$ cat src/common/rtcr_pkg.sv
package rtcr_pkg;

  localparam int ADDR_W = 17;
  localparam int DATA_W = 32;
  localparam int REG_W = 16;

  // Register indices; byte address is four times the index
  localparam logic [14:0] IDX_REG9_SLEEP_CONTROL = 15'h4082;
  localparam logic [14:0] IDX_REG10_CONTROL = 15'h4083;
  localparam logic [14:0] IDX_REG10_ON_CONTROL = 15'h4084;
  localparam logic [14:0] IDX_IRQ_STATUS = 15'h4090;
  localparam logic [14:0] IDX_IRQ_MASK = 15'h4091;
  localparam logic [14:0] IDX_REG10_STATE = 15'h4092;

  // Writable bits per register; all others read zero
  localparam logic [15:0] MASK_REG9_SLEEP = 16'h001f;
  localparam logic [15:0] MASK_REG10_CONTROL = 16'hdfc0;
  localparam logic [15:0] MASK_REG10_ON = 16'he11f;
  localparam logic [15:0] MASK_IRQ = 16'h0001;

  localparam logic [15:0] RST_REG9_SLEEP = 16'h0000;
  localparam logic [15:0] RST_REG10_CONTROL = 16'h0200;
  localparam logic [15:0] RST_REG10_ON = 16'h0000;
  localparam logic [15:0] RST_IRQ = 16'h0000;

  localparam int IRQ_UV_BIT = 0;
  localparam int STATE_EN_BIT = 2;
  localparam int STATE_MV_LSB = 4;

  localparam logic [1:0] ACT_IGNORE = 2'h0;
  localparam logic [1:0] ACT_SHUTDOWN = 2'h1;
  localparam logic [1:0] ACT_DEV_RESET = 2'h2;

  localparam logic [1:0] SRC_NONE = 2'h0;
  localparam logic [1:0] SRC_HC1 = 2'h1;
  localparam logic [1:0] SRC_HC2 = 2'h2;
  localparam logic [1:0] SRC_EITHER = 2'h3;

  localparam logic [1:0] HWM_OFF = 2'h1;
  localparam logic [1:0] HWM_ON_MODE = 2'h3;

  localparam logic [2:0] SLOT_NEVER = 3'h0;
  localparam logic [2:0] SLOT_LAST = 3'h5;
  localparam logic [2:0] SLOT_HWEN1 = 3'h6;
  localparam logic [2:0] SLOT_HWEN2 = 3'h7;
  localparam logic [2:0] SLEEP_SLOT_BASE = 3'h6;

  localparam logic [4:0] VCODE_COARSE = 5'h0d;
  localparam logic [11:0] MV_BASE_FINE = 12'h3e8;
  localparam logic [11:0] MV_STEP_FINE = 12'h032;
  localparam logic [11:0] MV_BASE_COARSE = 12'h6a4;
  localparam logic [11:0] MV_STEP_COARSE = 12'h064;

  typedef enum logic [1:0] {
    RTCR_OFF = 2'b00,
    RTCR_ON = 2'b01,
    RTCR_SLEEP = 2'b11,
    RTCR_FAULT = 2'b10
  } rtcr_state_t;

  typedef struct packed {
    logic [1:0] uv_action;
    logic pad13;
    logic [1:0] hw_ctrl_source;
    logic hw_ctrl_voltage_source;
    logic [1:0] hw_ctrl_op_mode;
    logic output_float_when_off;
    logic switch_operation;
    logic [5:0] pad0;
  } rtcr_ctrl_t;

  typedef struct packed {
    logic [2:0] on_enable_slot;
    logic [3:0] pad9;
    logic on_op_mode;
    logic [2:0] pad5;
    logic [4:0] on_voltage_code;
  } rtcr_on_ctrl_t;

endpackage

$ cat src/verilog/rtcr_vcode_to_mv.sv
`timescale 1ns/1ps
module rtcr_vcode_to_mv (
  input wire logic [4:0] code,
  output logic [11:0] mv
);
  // Fine 50 mV steps up to 0Ch, coarse 100 mV steps from 0Dh
  always_comb begin
    if (code < rtcr_pkg::VCODE_COARSE) begin
      mv = rtcr_pkg::MV_BASE_FINE + 12'(code) * rtcr_pkg::MV_STEP_FINE;
    end else begin
      mv = rtcr_pkg::MV_BASE_COARSE +
           12'(code - rtcr_pkg::VCODE_COARSE) * rtcr_pkg::MV_STEP_COARSE;
    end
  end
endmodule

$ cat src/verilog/rtcr_regs.sv
// Function
// RULE_01 - An undervoltage is ignored, shuts this regulator down, or resets the device per a 2-bit action code.
// RULE_02 - Every undervoltage detected by this regulator raises an interrupt whatever the action code.
// RULE_03 - A 2-bit source field picks no input, control one, control two, or either as hardware control.
// RULE_04 - Under hardware control the voltage comes from the ON code, or from the SLEEP code when the select bit is set.
// RULE_05 - Under hardware control the mode field gives low power for 00 and 10, off for 01, and the ON mode bit for 11.
// RULE_06 - A disabled output is discharged unless the float bit is set, and a separate bit selects switch operation.
// RULE_07 - The ON slot field enables never, in startup timeslots 1 to 5, or by hardware enable one or two.
// RULE_08 - In the ON state the ON mode bit picks normal mode at 0 and low-power mode at 1.
// RULE_09 - The ON voltage code maps 1.00 V to 1.60 V in 50 mV steps, then 1.70 V to 3.50 V in 100 mV steps.
// RULE_10 - The preceding regulator's SLEEP voltage code uses the same voltage mapping.
// RULE_11 - For a hardware-enabled regulator, sleep slot codes 001 to 101 choose the timeslot of entry into SLEEP.
// RULE_12 - Undefined register bits read as zero and writes to them have no effect.
`timescale 1ns/1ps
module rtcr_regs (
  input wire logic clk,
  input wire logic rst,
  input wire logic [16:0] address,
  input wire logic read,
  input wire logic write,
  input wire logic [31:0] writedata,
  input wire logic [3:0] byteenable,
  output logic [31:0] readdata,
  output logic waitrequest,
  input wire logic hw_ctrl1,
  input wire logic hw_ctrl2,
  input wire logic hw_enable1,
  input wire logic hw_enable2,
  input wire logic [2:0] start_slot,
  input wire logic [2:0] sleep_slot_now,
  input wire logic [2:0] sleep_slot,
  input wire logic [4:0] sleep_voltage_code,
  input wire logic undervoltage,
  output logic reg_enable,
  output logic [4:0] reg_voltage_code,
  output logic [11:0] reg_voltage_mv,
  output logic reg_low_power,
  output logic reg_discharge,
  output logic reg_switch_mode,
  output logic [4:0] prior_sleep_voltage_code,
  output logic [11:0] prior_sleep_mv,
  output logic device_reset_req,
  output logic irq
);

  logic [15:0] reg9_sleep_control;
  logic [15:0] reg10_control;
  logic [15:0] reg10_on_control;
  logic [15:0] irq_status;
  logic [15:0] irq_mask;
  rtcr_pkg::rtcr_state_t state;
  rtcr_pkg::rtcr_state_t next_state;
  rtcr_pkg::rtcr_ctrl_t ctrl;
  rtcr_pkg::rtcr_on_ctrl_t on_ctrl;
  logic [14:0] index;
  logic wr_take;
  logic on_ctrl_wr;
  logic uv_d;
  logic uv_rise;
  logic hwc_active;
  logic hw_assigned;
  logic hw_en_level;
  logic sleep_hit;
  logic [4:0] next_vcode;
  logic next_low_power;
  logic next_enable;
  logic [11:0] vcode_mv;
  logic [11:0] prior_mv;
  logic [31:0] next_readdata;

  function automatic logic [15:0] merge(input logic [15:0] cur, input logic [31:0] wd,
                                        input logic [3:0] be, input logic [15:0] mask);
    logic [15:0] lanes;
    lanes = {{8{be[1]}}, {8{be[0]}}} & mask;
    merge = (cur & ~lanes) | (wd[15:0] & lanes);
  endfunction

  assign ctrl = rtcr_pkg::rtcr_ctrl_t'(reg10_control);
  assign on_ctrl = rtcr_pkg::rtcr_on_ctrl_t'(reg10_on_control);
  assign index = address[16:2];
  assign wr_take = write && !waitrequest;
  assign on_ctrl_wr = wr_take && (index == rtcr_pkg::IDX_REG10_ON_CONTROL);
  assign uv_rise = undervoltage && !uv_d && reg_enable;

  // Hardware control source selection
  always_comb begin
    case (ctrl.hw_ctrl_source) // RULE_03
      rtcr_pkg::SRC_HC1: hwc_active = hw_ctrl1;
      rtcr_pkg::SRC_HC2: hwc_active = hw_ctrl2;
      rtcr_pkg::SRC_EITHER: hwc_active = hw_ctrl1 || hw_ctrl2;
      default: hwc_active = 1'b0;
    endcase
  end

  assign hw_assigned = on_ctrl.on_enable_slot >= rtcr_pkg::SLOT_HWEN1; // RULE_07
  assign hw_en_level = (on_ctrl.on_enable_slot == rtcr_pkg::SLOT_HWEN1) ? hw_enable1 : hw_enable2;
  // Sleep code n acts in timeslot 6 - n
  assign sleep_hit = (sleep_slot != rtcr_pkg::SLOT_NEVER) && (sleep_slot <= rtcr_pkg::SLOT_LAST) &&
                     (sleep_slot_now == rtcr_pkg::SLEEP_SLOT_BASE - sleep_slot); // RULE_11

  // Avalon handshake: one wait cycle, then the transfer completes
  always_ff @(posedge clk or posedge rst) begin
    if (rst) begin
      waitrequest <= 1'b1;
    end else if (!waitrequest) begin
      waitrequest <= 1'b1;
    end else if (read || write) begin
      waitrequest <= 1'b0;
    end
  end

  always_comb begin
    next_readdata = 32'h0000_0000;
    if (index == rtcr_pkg::IDX_REG9_SLEEP_CONTROL) begin
      next_readdata[15:0] = reg9_sleep_control & rtcr_pkg::MASK_REG9_SLEEP; // RULE_12
    end else if (index == rtcr_pkg::IDX_REG10_CONTROL) begin
      next_readdata[15:0] = reg10_control & rtcr_pkg::MASK_REG10_CONTROL; // RULE_12
    end else if (index == rtcr_pkg::IDX_REG10_ON_CONTROL) begin
      next_readdata[15:0] = reg10_on_control & rtcr_pkg::MASK_REG10_ON; // RULE_12
    end else if (index == rtcr_pkg::IDX_IRQ_STATUS) begin
      next_readdata[15:0] = irq_status;
    end else if (index == rtcr_pkg::IDX_IRQ_MASK) begin
      next_readdata[15:0] = irq_mask;
    end else if (index == rtcr_pkg::IDX_REG10_STATE) begin
      next_readdata[1:0] = state;
      next_readdata[rtcr_pkg::STATE_EN_BIT] = reg_enable;
      next_readdata[rtcr_pkg::STATE_MV_LSB +: 12] = reg_voltage_mv;
    end
  end

  always_ff @(posedge clk or posedge rst) begin
    if (rst) begin
      readdata <= 32'h0000_0000;
    end else if (read && waitrequest) begin
      readdata <= next_readdata;
    end
  end

  // Configuration registers; only defined bits are stored
  always_ff @(posedge clk or posedge rst) begin
    if (rst) begin
      reg9_sleep_control <= rtcr_pkg::RST_REG9_SLEEP;
      reg10_control <= rtcr_pkg::RST_REG10_CONTROL;
      reg10_on_control <= rtcr_pkg::RST_REG10_ON;
      irq_mask <= rtcr_pkg::RST_IRQ;
    end else if (wr_take) begin
      if (index == rtcr_pkg::IDX_REG9_SLEEP_CONTROL) begin
        reg9_sleep_control <= merge(reg9_sleep_control, writedata, byteenable,
                                    rtcr_pkg::MASK_REG9_SLEEP); // RULE_12
      end else if (index == rtcr_pkg::IDX_REG10_CONTROL) begin
        reg10_control <= merge(reg10_control, writedata, byteenable,
                               rtcr_pkg::MASK_REG10_CONTROL); // RULE_12
      end else if (index == rtcr_pkg::IDX_REG10_ON_CONTROL) begin
        reg10_on_control <= merge(reg10_on_control, writedata, byteenable,
                                  rtcr_pkg::MASK_REG10_ON); // RULE_12
      end else if (index == rtcr_pkg::IDX_IRQ_MASK) begin
        irq_mask <= merge(irq_mask, writedata, byteenable, rtcr_pkg::MASK_IRQ);
      end
    end
  end

  // Sticky undervoltage flag, write one to clear; a new event wins
  always_ff @(posedge clk or posedge rst) begin
    if (rst) begin
      irq_status <= rtcr_pkg::RST_IRQ;
    end else begin
      for (int i = 0; i < rtcr_pkg::REG_W; i++) begin
        if (i == rtcr_pkg::IRQ_UV_BIT && uv_rise) begin
          irq_status[i] <= 1'b1; // RULE_02
        end else if (wr_take && index == rtcr_pkg::IDX_IRQ_STATUS && byteenable[i / 8] &&
                     writedata[i]) begin
          irq_status[i] <= 1'b0;
        end
      end
    end
  end

  always_ff @(posedge clk or posedge rst) begin
    if (rst) begin
      irq <= 1'b0;
    end else begin
      irq <= |(irq_status & irq_mask);
    end
  end

  always_ff @(posedge clk or posedge rst) begin
    if (rst) begin
      uv_d <= 1'b0;
    end else begin
      uv_d <= undervoltage;
    end
  end

  // Regulator enable sequencing
  always_comb begin
    next_state = state;
    case (state)
      rtcr_pkg::RTCR_OFF: begin
        if (hw_assigned && hw_en_level) begin
          next_state = rtcr_pkg::RTCR_ON; // RULE_07
        end else if (!hw_assigned && on_ctrl.on_enable_slot != rtcr_pkg::SLOT_NEVER &&
                     start_slot == on_ctrl.on_enable_slot) begin
          next_state = rtcr_pkg::RTCR_ON; // RULE_07
        end
      end
      rtcr_pkg::RTCR_ON: begin
        if (on_ctrl.on_enable_slot == rtcr_pkg::SLOT_NEVER) begin
          next_state = rtcr_pkg::RTCR_OFF;
        end else if (hw_assigned && !hw_en_level) begin
          next_state = rtcr_pkg::RTCR_OFF;
        end else if (sleep_hit) begin
          next_state = hw_assigned ? rtcr_pkg::RTCR_SLEEP : rtcr_pkg::RTCR_OFF; // RULE_11
        end
      end
      rtcr_pkg::RTCR_SLEEP: begin
        if (!hw_assigned || !hw_en_level) begin
          next_state = rtcr_pkg::RTCR_OFF;
        end else if (sleep_slot_now == rtcr_pkg::SLOT_NEVER) begin
          next_state = rtcr_pkg::RTCR_ON;
        end
      end
      default: begin
        if (on_ctrl_wr) begin
          next_state = rtcr_pkg::RTCR_OFF;
        end
      end
    endcase
    if (uv_rise && ctrl.uv_action == rtcr_pkg::ACT_SHUTDOWN) begin
      next_state = rtcr_pkg::RTCR_FAULT; // RULE_01
    end
  end

  always_ff @(posedge clk or posedge rst) begin
    if (rst) begin
      state <= rtcr_pkg::RTCR_OFF;
    end else begin
      state <= next_state;
    end
  end

  always_ff @(posedge clk or posedge rst) begin
    if (rst) begin
      device_reset_req <= 1'b0;
    end else begin
      device_reset_req <= uv_rise && (ctrl.uv_action == rtcr_pkg::ACT_DEV_RESET); // RULE_01
    end
  end

  // Output voltage, mode and enable selection
  always_comb begin
    next_enable = (next_state == rtcr_pkg::RTCR_ON) || (next_state == rtcr_pkg::RTCR_SLEEP);
    next_vcode = on_ctrl.on_voltage_code;
    next_low_power = on_ctrl.on_op_mode; // RULE_08
    if (next_state == rtcr_pkg::RTCR_SLEEP) begin
      next_vcode = sleep_voltage_code;
      next_low_power = 1'b1;
    end else if (hwc_active) begin
      if (ctrl.hw_ctrl_voltage_source) begin
        next_vcode = sleep_voltage_code; // RULE_04
      end
      if (ctrl.hw_ctrl_op_mode == rtcr_pkg::HWM_OFF) begin
        next_enable = 1'b0; // RULE_05
      end
      if (ctrl.hw_ctrl_op_mode != rtcr_pkg::HWM_ON_MODE) begin
        next_low_power = 1'b1; // RULE_05
      end
    end
  end

  always_ff @(posedge clk or posedge rst) begin
    if (rst) begin
      reg_enable <= 1'b0;
      reg_voltage_code <= 5'h00;
      reg_low_power <= 1'b0;
      reg_discharge <= 1'b1;
      reg_switch_mode <= 1'b0;
    end else begin
      reg_enable <= next_enable;
      reg_voltage_code <= next_vcode;
      reg_low_power <= next_low_power;
      reg_discharge <= !next_enable && !ctrl.output_float_when_off; // RULE_06
      reg_switch_mode <= ctrl.switch_operation; // RULE_06
    end
  end

  rtcr_vcode_to_mv u_on_mv (
    .code(reg_voltage_code),
    .mv(vcode_mv)
  );

  rtcr_vcode_to_mv u_prior_mv (
    .code(reg9_sleep_control[4:0]),
    .mv(prior_mv)
  );

  always_ff @(posedge clk or posedge rst) begin
    if (rst) begin
      reg_voltage_mv <= rtcr_pkg::MV_BASE_FINE;
      prior_sleep_voltage_code <= 5'h00;
      prior_sleep_mv <= rtcr_pkg::MV_BASE_FINE;
    end else begin
      reg_voltage_mv <= vcode_mv; // RULE_09
      prior_sleep_voltage_code <= reg9_sleep_control[4:0];
      prior_sleep_mv <= prior_mv; // RULE_10
    end
  end
endmodule

$ cat config.mk
export PLATFORM = sky130hd
export DESIGN_NAME = rtcr_regs
export DESIGN_NICKNAME = d
export VERILOG_FILES = /design/src/common/rtcr_pkg.sv /design/src/verilog/rtcr_vcode_to_mv.sv /design/src/verilog/rtcr_regs.sv
export SDC_FILE = /design/constraint.sdc
export NUM_CORES = 1
export LEC_CHECK = 0
export BUFFER_PORTS_ARGS = -buffer_cell sky130_fd_sc_hd__buf_2
export CAP_MARGIN = 20
export CELL_PAD_IN_SITES_DETAIL_PLACEMENT = 1
export CELL_PAD_IN_SITES_GLOBAL_PLACEMENT = 2
export CORE_MARGIN = 1.5
export CORE_UTILIZATION = 34
export CTS_CLUSTER_SIZE = 8
export DETAILED_ROUTE_END_ITERATION = 10
export PLACE_DENSITY = 0.93
export SLEW_MARGIN = 20
export SYNTH_ARGS = -nofsm -noshare
export SYNTH_HDL_FRONTEND = slang
export SYNTH_SLANG_ARGS = --single-unit
$ cat constraint.sdc
create_clock -name clk -period 5.06 [get_ports clk]
set_input_delay 0.253 -clock clk [delete_from_list [all_inputs] [get_ports clk]]
set_output_delay 0.253 -clock clk [all_outputs]
set_load 0.05 [all_outputs]
# Word-level counts from Yosys, hierarchy flattened
# Index checks and enable logic that the tools add are counted.
[totals] ff_bits=125 out_inout_bits=73
[classes] add_sub_neg=7 mul=4 magnitude_cmp=4 eq_ne=20 muxes=37 bitwise=20 n_reduce_logical=38
[op_table] cell="$and A16 B16 Y16" count=6
[op_table] cell="$eq A15 B15 Y1 const B" count=6
[op_table] cell="$mux W16" count=4
[op_table] cell="$or A16 B16 Y16" count=4
[op_table] cell="$mux W12" count=4
[op_table] cell="$not A16 Y16" count=2
[op_table] cell="$add A10 B11 Y12 const A" count=2
[op_table] cell="$add A11 B12 Y12 const A" count=2
[op_table] cell="$mul A12 B5 Y10 const B" count=2
[op_table] cell="$mul A5 B5 Y10 const B" count=2
[op_table] cell="$mux W2" count=10
[op_table] cell="$logic_and A1 B1 Y1" count=17
[op_table] cell="$and A1 B16 Y16" count=1
[op_table] cell="$and A16 B1 Y16" count=1
[op_table] cell="$and A16 B5 Y16" count=1
[op_table] cell="$not A1 Y16" count=1
[op_table] cell="$not A5 Y16" count=1
[op_table] cell="$reduce_or A16 Y1" count=1
[op_table] cell="$mux W5" count=3
[op_table] cell="$mux W1" count=12
[op_table] cell="$sub A5 B4 Y6 const B" count=2
[op_table] cell="$eq A2 B1 Y1 const B" count=5
[op_table] cell="$eq A2 B2 Y1 const B" count=5
[op_table] cell="$lt A5 B4 Y1 const B" count=2
[op_table] cell="20 further kinds" count=34

# Depth between registers and ports, before layout
# Gate-level depths: netlist (run 1).
[depth] depth_word=15 depth_mapped=16

# By module
# A second synthesis (run 1) with hierarchy kept.
[unflattened] hier_cells=585 hier_area_um2=6045.8
[modules_own_cells] module="rtcr_regs" instances=1 cells_each=291 area_per_inst_um2=3598.5 seq_area_each_um2=2145.8
[modules_own_cells] module="rtcr_vcode_to_mv" instances=2 cells_each=147 area_per_inst_um2=1223.7 seq_area_each_um2=0.0

# Worst setup path after synthesis (run 1)
# Ideal clock, no wire load.
[synth_path] kind="reg-to-reg" start="register reg_voltage_code[0]" end="register reg_voltage_mv[11]" setup_ps=82 arrival_time_ps=3950 t_required_ps=4978 path_slack_ps=1028 path_stages_with_launch=17 path_buffers=0 period_less_slack_ps=4032 cell_sequence="dfrtp_1 inv_1 ha_1 nor2b_1 xnor2_1 ha_1 ha_1 inv_1 fa_1 inv_1 ha_1 nor2_1 a21oi_1 xor2_1 nor3_2 xnor3_1 o22ai_1"
[synth_between] elab_chain_len=4 word_cells_on_any_way=7 classes_between="add/sub: 3; mul: 2; order compare: 1; mux: 1"
[synth_rtl] item="start, declared" line_no="rtcr_regs.sv:35" text="output logic [4:0] reg_voltage_code,"
[synth_rtl] item="start signal, assigned" line_no="rtcr_regs.sv:279" text="reg_voltage_code <= next_vcode;"
[synth_rtl] item="$sub A5 B4 Y6" line_no="rtcr_vcode_to_mv.sv:12" text="12'(code - rtcr_pkg::VCODE_COARSE) * rtcr_pkg::MV_STEP_COARSE;"
[synth_rtl] item="$mul A12 B5 Y10" line_no="rtcr_vcode_to_mv.sv:12"
[synth_rtl] item="$add A11 B12 Y12" line_no="rtcr_vcode_to_mv.sv:11" text="mv = rtcr_pkg::MV_BASE_COARSE +"
[synth_rtl] item="$mux W12 (*)" line_no="rtcr_vcode_to_mv.sv:8" text="if (code < rtcr_pkg::VCODE_COARSE) begin"
[synth_rtl] item="via u_on_mv.mv[11]" line_no="rtcr_vcode_to_mv.sv:4" text="output logic [11:0] mv"
[synth_rtl] item="end signal, assigned" line_no="rtcr_regs.sv:298" text="reg_voltage_mv <= rtcr_pkg::MV_BASE_FINE;"
[synth_rtl] item="end signal, assigned" line_no="rtcr_regs.sv:302" text="reg_voltage_mv <= vcode_mv;"
[synth_rtl] item="end, declared" line_no="rtcr_regs.sv:36" text="output logic [11:0] reg_voltage_mv,"
# Mark *: on every way through the listed nets, which the timed path passes. The rest lies on a longest branch.
# A chain may end at the register's enable or synchronous reset.

# Worst setup path in the final report (run 1)
# Same ends and word-level chain as after synthesis.

==> results of run 1 <==
## per-layer routing
| layer | vias up | GRT usage | wire (um) |
|---|---|---|---|
| li1 | 2221 | - | - |
| met1 | 2260 | 0.2366 | 7385 |
| met2 | 92 | 0.2769 | 7236 |
| met3 | 18 | 0.02481 | 650 |
| met4 | 2 | 0.05556 | 214 |
| met5 | - | 0 | 13 |
## how the worst min path moves through the flow
stage                      start    to  depth (start not counted)
detailed placement  undervoltage  uv_d                          1
floorplan           undervoltage  uv_d                          0
finish              undervoltage  uv_d                          1
CTS                 undervoltage  uv_d                          1
global route        undervoltage  uv_d                          1
global placement    undervoltage  uv_d                          1
## report_power, final
group / switching (W) / internal [W] / total [W]
Clock: 0.000295 / 0.000400 / 0.000696
Sequential: 0.00000158 / 0.000667 / 0.000668
Combinational: 0.0000813 / 0.0000293 / 0.000111
Total: 0.000378 / 0.00110 / 0.00147
## layout by cell type (no fill, tap or decap), drive strengths merged, types with 3 or more instances in the layout
cell | Yosys | layout
nand2b | 6 | 6
a21o | 5 | 5
nor3b | 4 | 4
a31oi | 4 | 4
nor2 | 32 | 32
o21bai | 3 | 3
xnor2 | 39 | 39
a21oi | 32 | 32
mux2 | 30 | 30
nand4 | 3 | 3
and2 | 6 | 6
clkbuf | 8 | 10
inv | 47 | 48
nor3 | 9 | 9
nand2 | 45 | 45
a21boi | 3 | 3
fa | 12 | 12
xor2 | 19 | 19
nand3 | 5 | 5
dfstp | 15 | 15
and3b | 3 | 3
o31ai | 5 | 5
a22oi | 12 | 12
buf | 21 | 112
conb | 1 | 18
ha | 75 | 75
nand3b | 3 | 3
nor4 | 4 | 4
nor2b | 12 | 12
o21ai | 33 | 33
nor4b | 3 | 3
dfrtp | 68 | 68
## layout make-up
type	count	area (um^2)
sequential	83	2096
fill	2027	10260
timing repair buffer	112	571.8
tap	225	281.5
antenna	1	2.502
clock buffer	10	239.0
inverter	47	177.7
multi-input combinational	448	3719
clock inverter	6	71.32
## kinds of logic after synthesis
family / Yosys count / share of synthesized area
AND/OR/NAND/NOR: 141 / 0.1301
AO/OA/AOI/OAI: 109 / 0.1123
adder cells (fa/ha/maj): 87 / 0.1933
flip-flops: 83 / 0.3437
buffers and inverters: 76 / 0.05869
XOR/XNOR: 61 / 0.09460
multiplexers: 32 / 0.06669
other: 1 / 0.0006150
## critical path, stage by stage, from the launching register on
cell      delay (ns)
dfrtp_1         0.52
inv_1           0.17
ha_1            0.26
xnor2_1         0.37
ha_1            0.32
ha_1            0.31
ha_1            0.31
inv_1           0.07
fa_1            0.45
xnor2_1         0.30
a21boi_0        0.40
nor3_2          0.08
xnor3_1         0.35
o22ai_1         0.20
## through the flow
step	setup slack, ns	cell area, um^2	utilization	hold WS [ns]
after floorplan	1.028	6161	-	0.2844
after global placement	0.9999	6837	0.3925	0.3746
after detailed placement	0.9217	6839	0.3927	0.3935
after CTS	0.8625	7149	0.4105	0.03033
after global routing	0.5572	7158	0.4110	0.03123
final	0.8778	7158	0.4110	0.04045
==> impl_metrics.py, run 1 <==
metrics = {
    "final_layout": {
        "drive_gt1_frac": 0.2762,
        "finalNetCount": 864,
        "finalNonFillerCells": 932,
        "area_delta_synth_final_pct": 17.40,
    },
    "min_path": {
        "hold_class": "primary input to flop",
    },
    "worst_setup_path": {
        "path_class": "flop to flop",
        "timing.rr.start": "reg_voltage_code[0]",
        "r2r_end": "reg_voltage_mv[11]",
        "startpoint": "reg_voltage_code[0]",
        "critical_path_arrival_ns": 4.44,
        "crit_path_max_fanout": 7,
        "start_kind": "flop",
        "reg2reg_depth": 13,
        "endpoint": "reg_voltage_mv[11]",
        "crit_required_ns": 5.32,
        "endpoint_kind": "flop",
        "reg2reg_slack_ns": 0.88,
    },
    "synth": {
        "synth-edff-count": 0,
        "synth_cells": 590,
        "yosys.cell_types.count": 70,
        "synthTopCellsByArea": "dfrtp_1 (28%), ha_1 (15%), dfstp_2 (6.5%), xnor2_1 (5.6%), fa_1 (3.9%)",
        "async_flop_share": 1.000,
        "avgSynthCellArea_um2": 10.33,
        "yosysMostFrequentCell": "ha_1",
        "yosysTopAreaCellShare": 0.2791,
        "yosysWarnings": 0,
        "synth_top_cells_by_count": "ha_1 (75), dfrtp_1 (68), inv_1 (47)",
        "ys_ff_latch": 83,
        "yosysSeqAreaShare": 0.3437,
        "yosysTopAreaCell": "dfrtp_1",
        "synth-main-ff-cell": "dfrtp_1",
        "syn_area_um2": 6097,
    },
    "die": {
        "rows": 48,
        "die_area_um2": 18740,
        "die_w_um": 136.9,
        "die_y_um": 136.9,
        "fp.coreArea_um2": 17420,
        "start_util": 0.3501,
        "io_pins": 149,
    },
    "clock_network": {
        "cts_sinks": 83,
        "cts.path.max_buffers": 2,
        "htreeDepth": 3,
        "path_clk_slew_ns": 0.07,
        "cts_buffers": 9,
        "cts_tree": "yes",
        "hold_buffers": 0,
        "clk_latency_ns": 0.35,
        "post_cts_buffers": 0,
        "cts_resized": 0,
        "cts_root_buf": "clkbuf_16",
    },
    "timing": {
        "finalMaxSlewViolations": 0,
        "period_minus_slack_ns": 4.182,
        "worst_pin_slew_ns": 0.8811,
        "setup_tns_ns": 0,
        "slew_headroom": 0.4112,
        "clock.fmax_mhz": 239.1,
        "finClkSkew_ns": 0.008145,
        "period_share": 0.8265,
        "rsz0062_at_grt": "no",
        "finalSetupViolations": 0,
        "hold_viol_final": 0,
    },
    "status": {
        "outcome": "complete, no violations",
    },
    "route": {
        "vias": 4593,
        "final_antenna_net_count": 0,
        "wire_per_inst_um": 16.63,
        "via_per_inst": 4.928,
        "dr.first_iter.drc_count": 165,
        "drt-pass1-iter-count": 4,
        "drc": 0,
        "wirelength_um": 15500,
    },
    "global_route": {
        "antenna_found_initial": 2,
        "grt_pass1_vias": 4712,
        "overflow": 0,
        "grt_max_degree": 84,
        "grtUsageTotal": 0.1716,
        "grt_pass1_wl_um": 24700,
    },
    "pwr": {
        "p_per_area_nw_per_um2": 206.0,
        "power_w": 0.001474,
        "leakage_nw": 3.736,
        "ir_drop_v": 0.0001193,
    },
    "place": {
        "dp_hpwl_um": 12170,
        "routabilityCongestion": 0.7726,
        "port-buffer-count": 109,
        "dp.cells": 915,
    },
    "run": {
        "max_cap_viol_count": 0,
    },
}
Note: power is estimated with default switching activity, not from simulation.
==> run 2, diff against run 1 <==
--- a/config.mk
+++ b/config.mk
@@ -10,10 +10,10 @@
 export CELL_PAD_IN_SITES_DETAIL_PLACEMENT = 1
 export CELL_PAD_IN_SITES_GLOBAL_PLACEMENT = 2
 export CORE_MARGIN = 1.5
-export CORE_UTILIZATION = 34
+export CORE_UTILIZATION = 31
 export CTS_CLUSTER_SIZE = 8
 export DETAILED_ROUTE_END_ITERATION = 10
-export PLACE_DENSITY = 0.93
+export PLACE_DENSITY = 0.9
 export SLEW_MARGIN = 20
 export SYNTH_ARGS = -nofsm -noshare
 export SYNTH_HDL_FRONTEND = slang
==> constraint.sdc (replaced) <==
create_clock -name clk -period 3.8 [get_ports clk]
set_input_delay 0.19 -clock clk [delete_from_list [all_inputs] [get_ports clk]]
set_output_delay 0.19 -clock clk [all_outputs]
set_load 0.05 [all_outputs]
==> impl_metrics.py, run 2 (synthesis gave the netlist of run 1 again) <==
metrics = {
    "worst_setup_path": {
        "path_cells": "ha_1, a21o_1, xnor2_1, ha_1, ha_1, fa_1, ha_1, xnor2_1, a21boi_1, nor3_2, xnor3_1, o22ai_1",
        "endpoint_kind": "flop",
        "critical_path_arrival_ns": 3.93,
        "crit_buf_inv": 0,
        "crit_required_ns": 4.05,
        "crit_family": "adder cells",
        "cp_common_cell": "ha_1",
        "path_class": "flop to flop",
        "crit_path_max_fanout": 5,
        "max_stage_delay_ns": 0.47,
        "start_kind": "flop",
        "cp_slowest_cell": "fa_1",
    },
    "pwr": {
        "ir_drop_v": 0.0002133,
        "power_switching_w": 0.0004492,
        "p_int_w": 0.001371,
        "clkPwrFrac": 0.430,
        "switching_share": 0.2468,
        "leakage_nw": 3.855,
        "p_per_area_nw_per_um2": 245.9,
        "pwr-share-comb": 0.081,
        "p_seq_frac": 0.489,
    },
    "die": {
        "rows": 51,
        "die_w_um": 143.2,
        "die_area_um2": 20520,
        "die_y_um": 143.2,
        "io_pins": 149,
        "fp.coreArea_um2": 19400,
        "start_util": 0.3143,
    },
    "global_route": {
        "overflow": 0,
        "grt.busiest_layer": "met2",
        "grtUsageTotal": 0.1580,
        "grt_pass1_vias": 4896,
        "use_met1": 0.1998,
        "use_met3": 0.03387,
        "gr-usage-met2": 0.2761,
        "grt_max_degree": 54,
        "antenna_found_initial": 2,
        "grt_pass1_wl_um": 24960,
    },
    "place": {
        "dp_hpwl_um": 12970,
        "routabilityCongestion": 0.7839,
        "pre_cts_slack_ns": 0.04094,
        "port-buffer-count": 109,
    },
    "clock_network": {
        "cts_sinks": 83,
        "path_clk_slew_ns": 0.06,
        "cts_buffers": 9,
        "clk_latency_ns": 0.34,
        "cts.path.max_buffers": 2,
        "htreeDepth": 3,
        "cts_tree": "yes",
        "cts_root_buf": "clkbuf_16",
    },
    "timing": {
        "finalSetupViolations": 0,
        "clock.fmax_mhz": 272.2,
        "worst_pin_slew_ns": 0.9209,
        "slew_headroom": 0.3846,
        "rsz0062_at_grt": "no",
        "setup_tns_ns": 0,
        "fin_ws_ns": 0.1258,
        "period_share": 0.9669,
        "hold_viol_final": 0,
        "period_minus_slack_ns": 3.674,
        "finalMaxSlewViolations": 0,
        "finClkSkew_ns": 0.007707,
    },
    "final_layout": {
        "area_delta_synth_final_pct": 21.38,
        "final_cell_mix": "buf_2 (109), ha_1 (74), dfrtp_1 (62)",
        "finalNetCount": 891,
        "layout_commonest_cell": "buf_2",
        "drive_gt1_frac": 0.3111,
    },
    "route": {
        "via_per_inst": 4.698,
        "drc": 0,
        "wirelength_um": 16050,
        "final_antenna_net_count": 0,
        "drt-pass1-iter-count": 4,
        "vias": 4693,
        "wire_per_inst_um": 16.07,
        "dr.first_iter.drc_count": 102,
    },
    "status": {
        "outcome": "complete, no violations",
    },
    "run": {
        "max_cap_viol_count": 0,
    },
    "min_path": {
        "hold_class": "primary input to async pin",
    },
}
run 2: power by group through the flow:
stage | logic [W] | registers, W | clock network [W]
2_1_floorplan | 0.000104 | 0.000911 | 0
3_3_place_gp | 0.000146 | 0.000906 | 0
3_5_place_dp | 0.000148 | 0.000906 | 0
4_1_cts | 0.000149 | 0.000890 | 0.000810
5_1_grt | 0.000161 | 0.000890 | 0.000837
6_report | 0.000148 | 0.000890 | 0.000782
run 2: layer usage:
layer  up-vias  share of wire  routed length [um]
li1       2275              -                   -
met1      2308           0.46                7322
met2        97           0.50                7955
met3        11          0.039                 619
met4         2         0.0088                 141
met5         -        0.00081                  13
run 2: cell type report:
type	count	area, um^2
Fill cell	2298	12000
Clock buffer	14	244.0
Multi-Input combinational cell	448	3756
Antenna cell	1	2.502
Timing Repair Buffer	139	773.2
Inverter	47	177.7
Sequential cell	83	2103
Tap cell	265	331.6
Clock inverter	2	12.51
run 2: metrics by stage:
step           hold slack (ns)  instance area (um^2)    util  power, W  cells
3_5_place_dp            0.3225                  7079  0.3649  0.001054    979
4_1_cts               0.003499                  7346  0.3787  0.001849    996
6_report               0.01723                  7401  0.3815  0.001820    999
2_1_floorplan           0.2214                  6180       -  0.001015    607
5_1_grt                0.03924                  7398  0.3814  0.001888    998
3_3_place_gp            0.3290                  7079  0.3649  0.001052    979
run 2: path summary, 6_finish.rpt:
kind	start	cells after the start	end	slack [ns]
setup reg to reg	reg_voltage_code[2]	12	reg_voltage_mv[11]	0.13
hold reg to reg	flop	0	prior_sleep_voltage_code[1]	0.44
hold / removal	rst	2	prior_sleep_voltage_code[0]	0.02
setup / recovery	reg_voltage_code[2]	12	reg_voltage_mv[11]	0.13
min in group clk	write	2	waitrequest	0.02
max in group asynchronous	rst	3	reg_voltage_mv[5]	2.79
run 2: timing repair:
action                                  in CTS  in global routing
endpoints found under the hold margin        1                  0
gates resized for setup                      0                  8
endpoints found under the setup margin       0                  3
hold buffers                                 1                  0
setup buffers                                0                  2
==> run 3, diff against run 2 <==
==> constraint.sdc (replaced) <==
create_clock -name clk -period 3.8 [get_ports clk]
set_input_delay 0.19 -clock clk [delete_from_list [all_inputs] [get_ports clk]]
set_output_delay 0.19 -clock clk [all_outputs]
set_load 0.01 [all_outputs]
==> impl_metrics.py, run 3 (synthesis gave the netlist of run 1 again) <==
metrics = {
    "status": {
        "outcome": "complete, no violations",
    },
    "die": {
        "fp.coreArea_um2": 19400,
        "rows": 51,
        "io_pins": 149,
        "die_w_um": 143.2,
        "die_area_um2": 20520,
        "start_util": 0.3143,
        "die_y_um": 143.2,
    },
    "clock_network": {
        "htreeDepth": 3,
        "cts.path.max_buffers": 2,
        "cts_tree": "yes",
        "cts_root_buf": "clkbuf_16",
        "cts_buffers": 9,
        "path_clk_slew_ns": 0.06,
        "clk_latency_ns": 0.35,
        "cts_sinks": 83,
    },
    "global_route": {
        "grt_pass1_wl_um": 25520,
        "grtUsageTotal": 0.1630,
        "grt_max_degree": 50,
        "grt_pass1_vias": 4951,
        "antenna_found_initial": 3,
        "overflow": 0,
    },
    "final_layout": {
        "final_cell_mix": "buf_2 (109), ha_1 (72), dfrtp_1 (65)",
        "fill_cells": 2280,
        "drive_gt1_frac": 0.3252,
        "area_delta_synth_final_pct": 23.19,
        "fin_area_um2": 7511,
        "finalNetCount": 896,
        "layout_commonest_cell": "buf_2",
    },
    "worst_setup_path": {
        "reg2reg_slack_ns": 0.16,
        "critical_path_arrival_ns": 3.89,
        "crit_buf_inv": 3,
        "path_cells": "inv_2, ha_1, a21o_1, xnor2_2, ha_1, ha_1, inv_1, fa_1, inv_1, ha_4, nor2_1, a21oi_1, xor2_1, nor3_2, xnor3_1, o21ai_1",
        "crit_family": "adder cells",
        "endpoint_kind": "flop",
        "path_class": "flop to flop",
        "crit_path_max_fanout": 5,
        "max_stage_delay_ns": 0.50,
        "r2r_end": "prior_sleep_mv[11]",
        "cp_common_cell": "ha_1",
        "crit_required_ns": 4.06,
        "cp_slowest_cell": "fa_1",
        "reg2reg_depth": 16,
        "start_kind": "flop",
    },
    "place": {
        "port-buffer-count": 109,
        "place_area_um2": 7068,
        "dp_hpwl_um": 13190,
        "routabilityCongestion": 0.7918,
    },
    "pwr": {
        "p_per_area_nw_per_um2": 246.4,
        "clkPwrFrac": 0.457,
        "power_w": 0.001851,
        "pwr-share-comb": 0.062,
        "p_seq_frac": 0.481,
        "leakage_nw": 3.903,
        "power_switching_w": 0.0004550,
        "ir_drop_v": 0.0001917,
        "p_int_w": 0.001396,
        "switching_share": 0.2459,
    },
    "route": {
        "dr.first_iter.drc_count": 196,
        "wirelength_um": 16240,
        "vias": 4747,
        "final_antenna_net_count": 0,
        "drc": 0,
        "drt-pass1-iter-count": 4,
        "wire_per_inst_um": 16.17,
        "via_per_inst": 4.728,
    },
    "timing": {
        "period_share": 0.9569,
        "period_minus_slack_ns": 3.636,
        "hold_slack_ns": 0.01404,
        "hold_viol_final": 0,
        "worst_pin_slew_ns": 0.9689,
        "slew_headroom": 0.3525,
        "finalSetupViolations": 0,
        "clock.fmax_mhz": 275.0,
        "finClkSkew_ns": 0.009249,
        "setup_tns_ns": 0,
        "finalMaxSlewViolations": 0,
    },
    "min_path": {
        "hold_class": "primary input to async pin",
    },
    "run": {
        "max_cap_viol_count": 0,
    },
}
[run 3: changes by cell type in the layout (fill, tap and decap cells not counted), moves of 2 or more]
cell and delta:
buf_4 +4, clkbuf_1 -5, clkinv_4 +3, dfrtp_1 +3, dfrtp_2 -3, ha_1 -2, ha_4 +2
[run 3: worst max-delay path by stage]
stage                        startpoint                  to  slack [ns]  cells after the start
floorplan           reg_voltage_code[0]  reg_voltage_mv[11]        0.09                     16
global placement    reg_voltage_code[1]  reg_voltage_mv[11]         0.1                     16
detailed placement  reg_voltage_code[1]  reg_voltage_mv[11]       -0.04                     16
CTS                 reg_voltage_code[1]  reg_voltage_mv[11]       -0.02                     16
global route                       flop  prior_sleep_mv[11]       -0.01                     16
finish                             flop  prior_sleep_mv[11]        0.16                     16
[run 3: worst register-to-register path, cell delays in order (launching register included)]
cell and delay [ns]:
dfrtp_1 0.43, inv_2 0.08, ha_1 0.20, a21o_1 0.22, xnor2_2 0.21, ha_1 0.26
ha_1 0.29, inv_1 0.06, fa_1 0.50, inv_1 0.06, ha_4 0.27, nor2_1 0.04
a21oi_1 0.14, xor2_1 0.23, nor3_2 0.07, xnor3_1 0.35, o21ai_1 0.15
[run 3: power groups by stage]
stage	Sequential [W]	Clock (W)	Combinational, W
6_report	0.000890	0.000846	0.000115
5_1_grt	0.000890	0.000907	0.000129
4_1_cts	0.000890	0.000874	0.000116
3_5_place_dp	0.000906	0	0.000114
3_3_place_gp	0.000906	0	0.000111
2_1_floorplan	0.000906	0	0.0000727
[run 3: final cells by class]
type / instances / area (um^2) / area share
diodes: 1 / 2.502 / 0.0003332
clock buffers: 10 / 239.0 / 0.03182
clock inverters: 6 / 50.05 / 0.006663
inverters: 47 / 177.7 / 0.02365
multi-input cells: 448 / 3797 / 0.5056
flip-flops and latches: 83 / 2100 / 0.2795
well taps: 265 / 331.6 / 0.04414
repair buffers: 144 / 813.3 / 0.1083
[run 3: metal layers]
metal  vias to the layer above  global-route usage  share of wire
li1                       2289                   -              -
met2                       109              0.2830           0.49
met5                         -                   0         0.0015
met1                      2327              0.2042           0.45
met3                        18             0.03186          0.045
met4                         4             0.04834          0.014
[run 3: through the flow]
stage                     utilization  setup slack [ns]  instances
after CTS                      0.3814          -0.01662        998
after global routing           0.3871          -0.01246       1003
after global placement         0.3644           0.09690        980
final                          0.3872            0.1636       1004
after floorplan                     -           0.09004        607
after detailed placement       0.3644          -0.03838        980
[run 3: repair_timing]
action / in CTS / in global routing
pin swaps: 0 / 8
hold buffers: 2 / 0
endpoints found under the setup margin: 2 / 6
gates resized for setup: 5 / 14
setup buffers: 0 / 5
endpoints found under the hold margin: 2 / 0
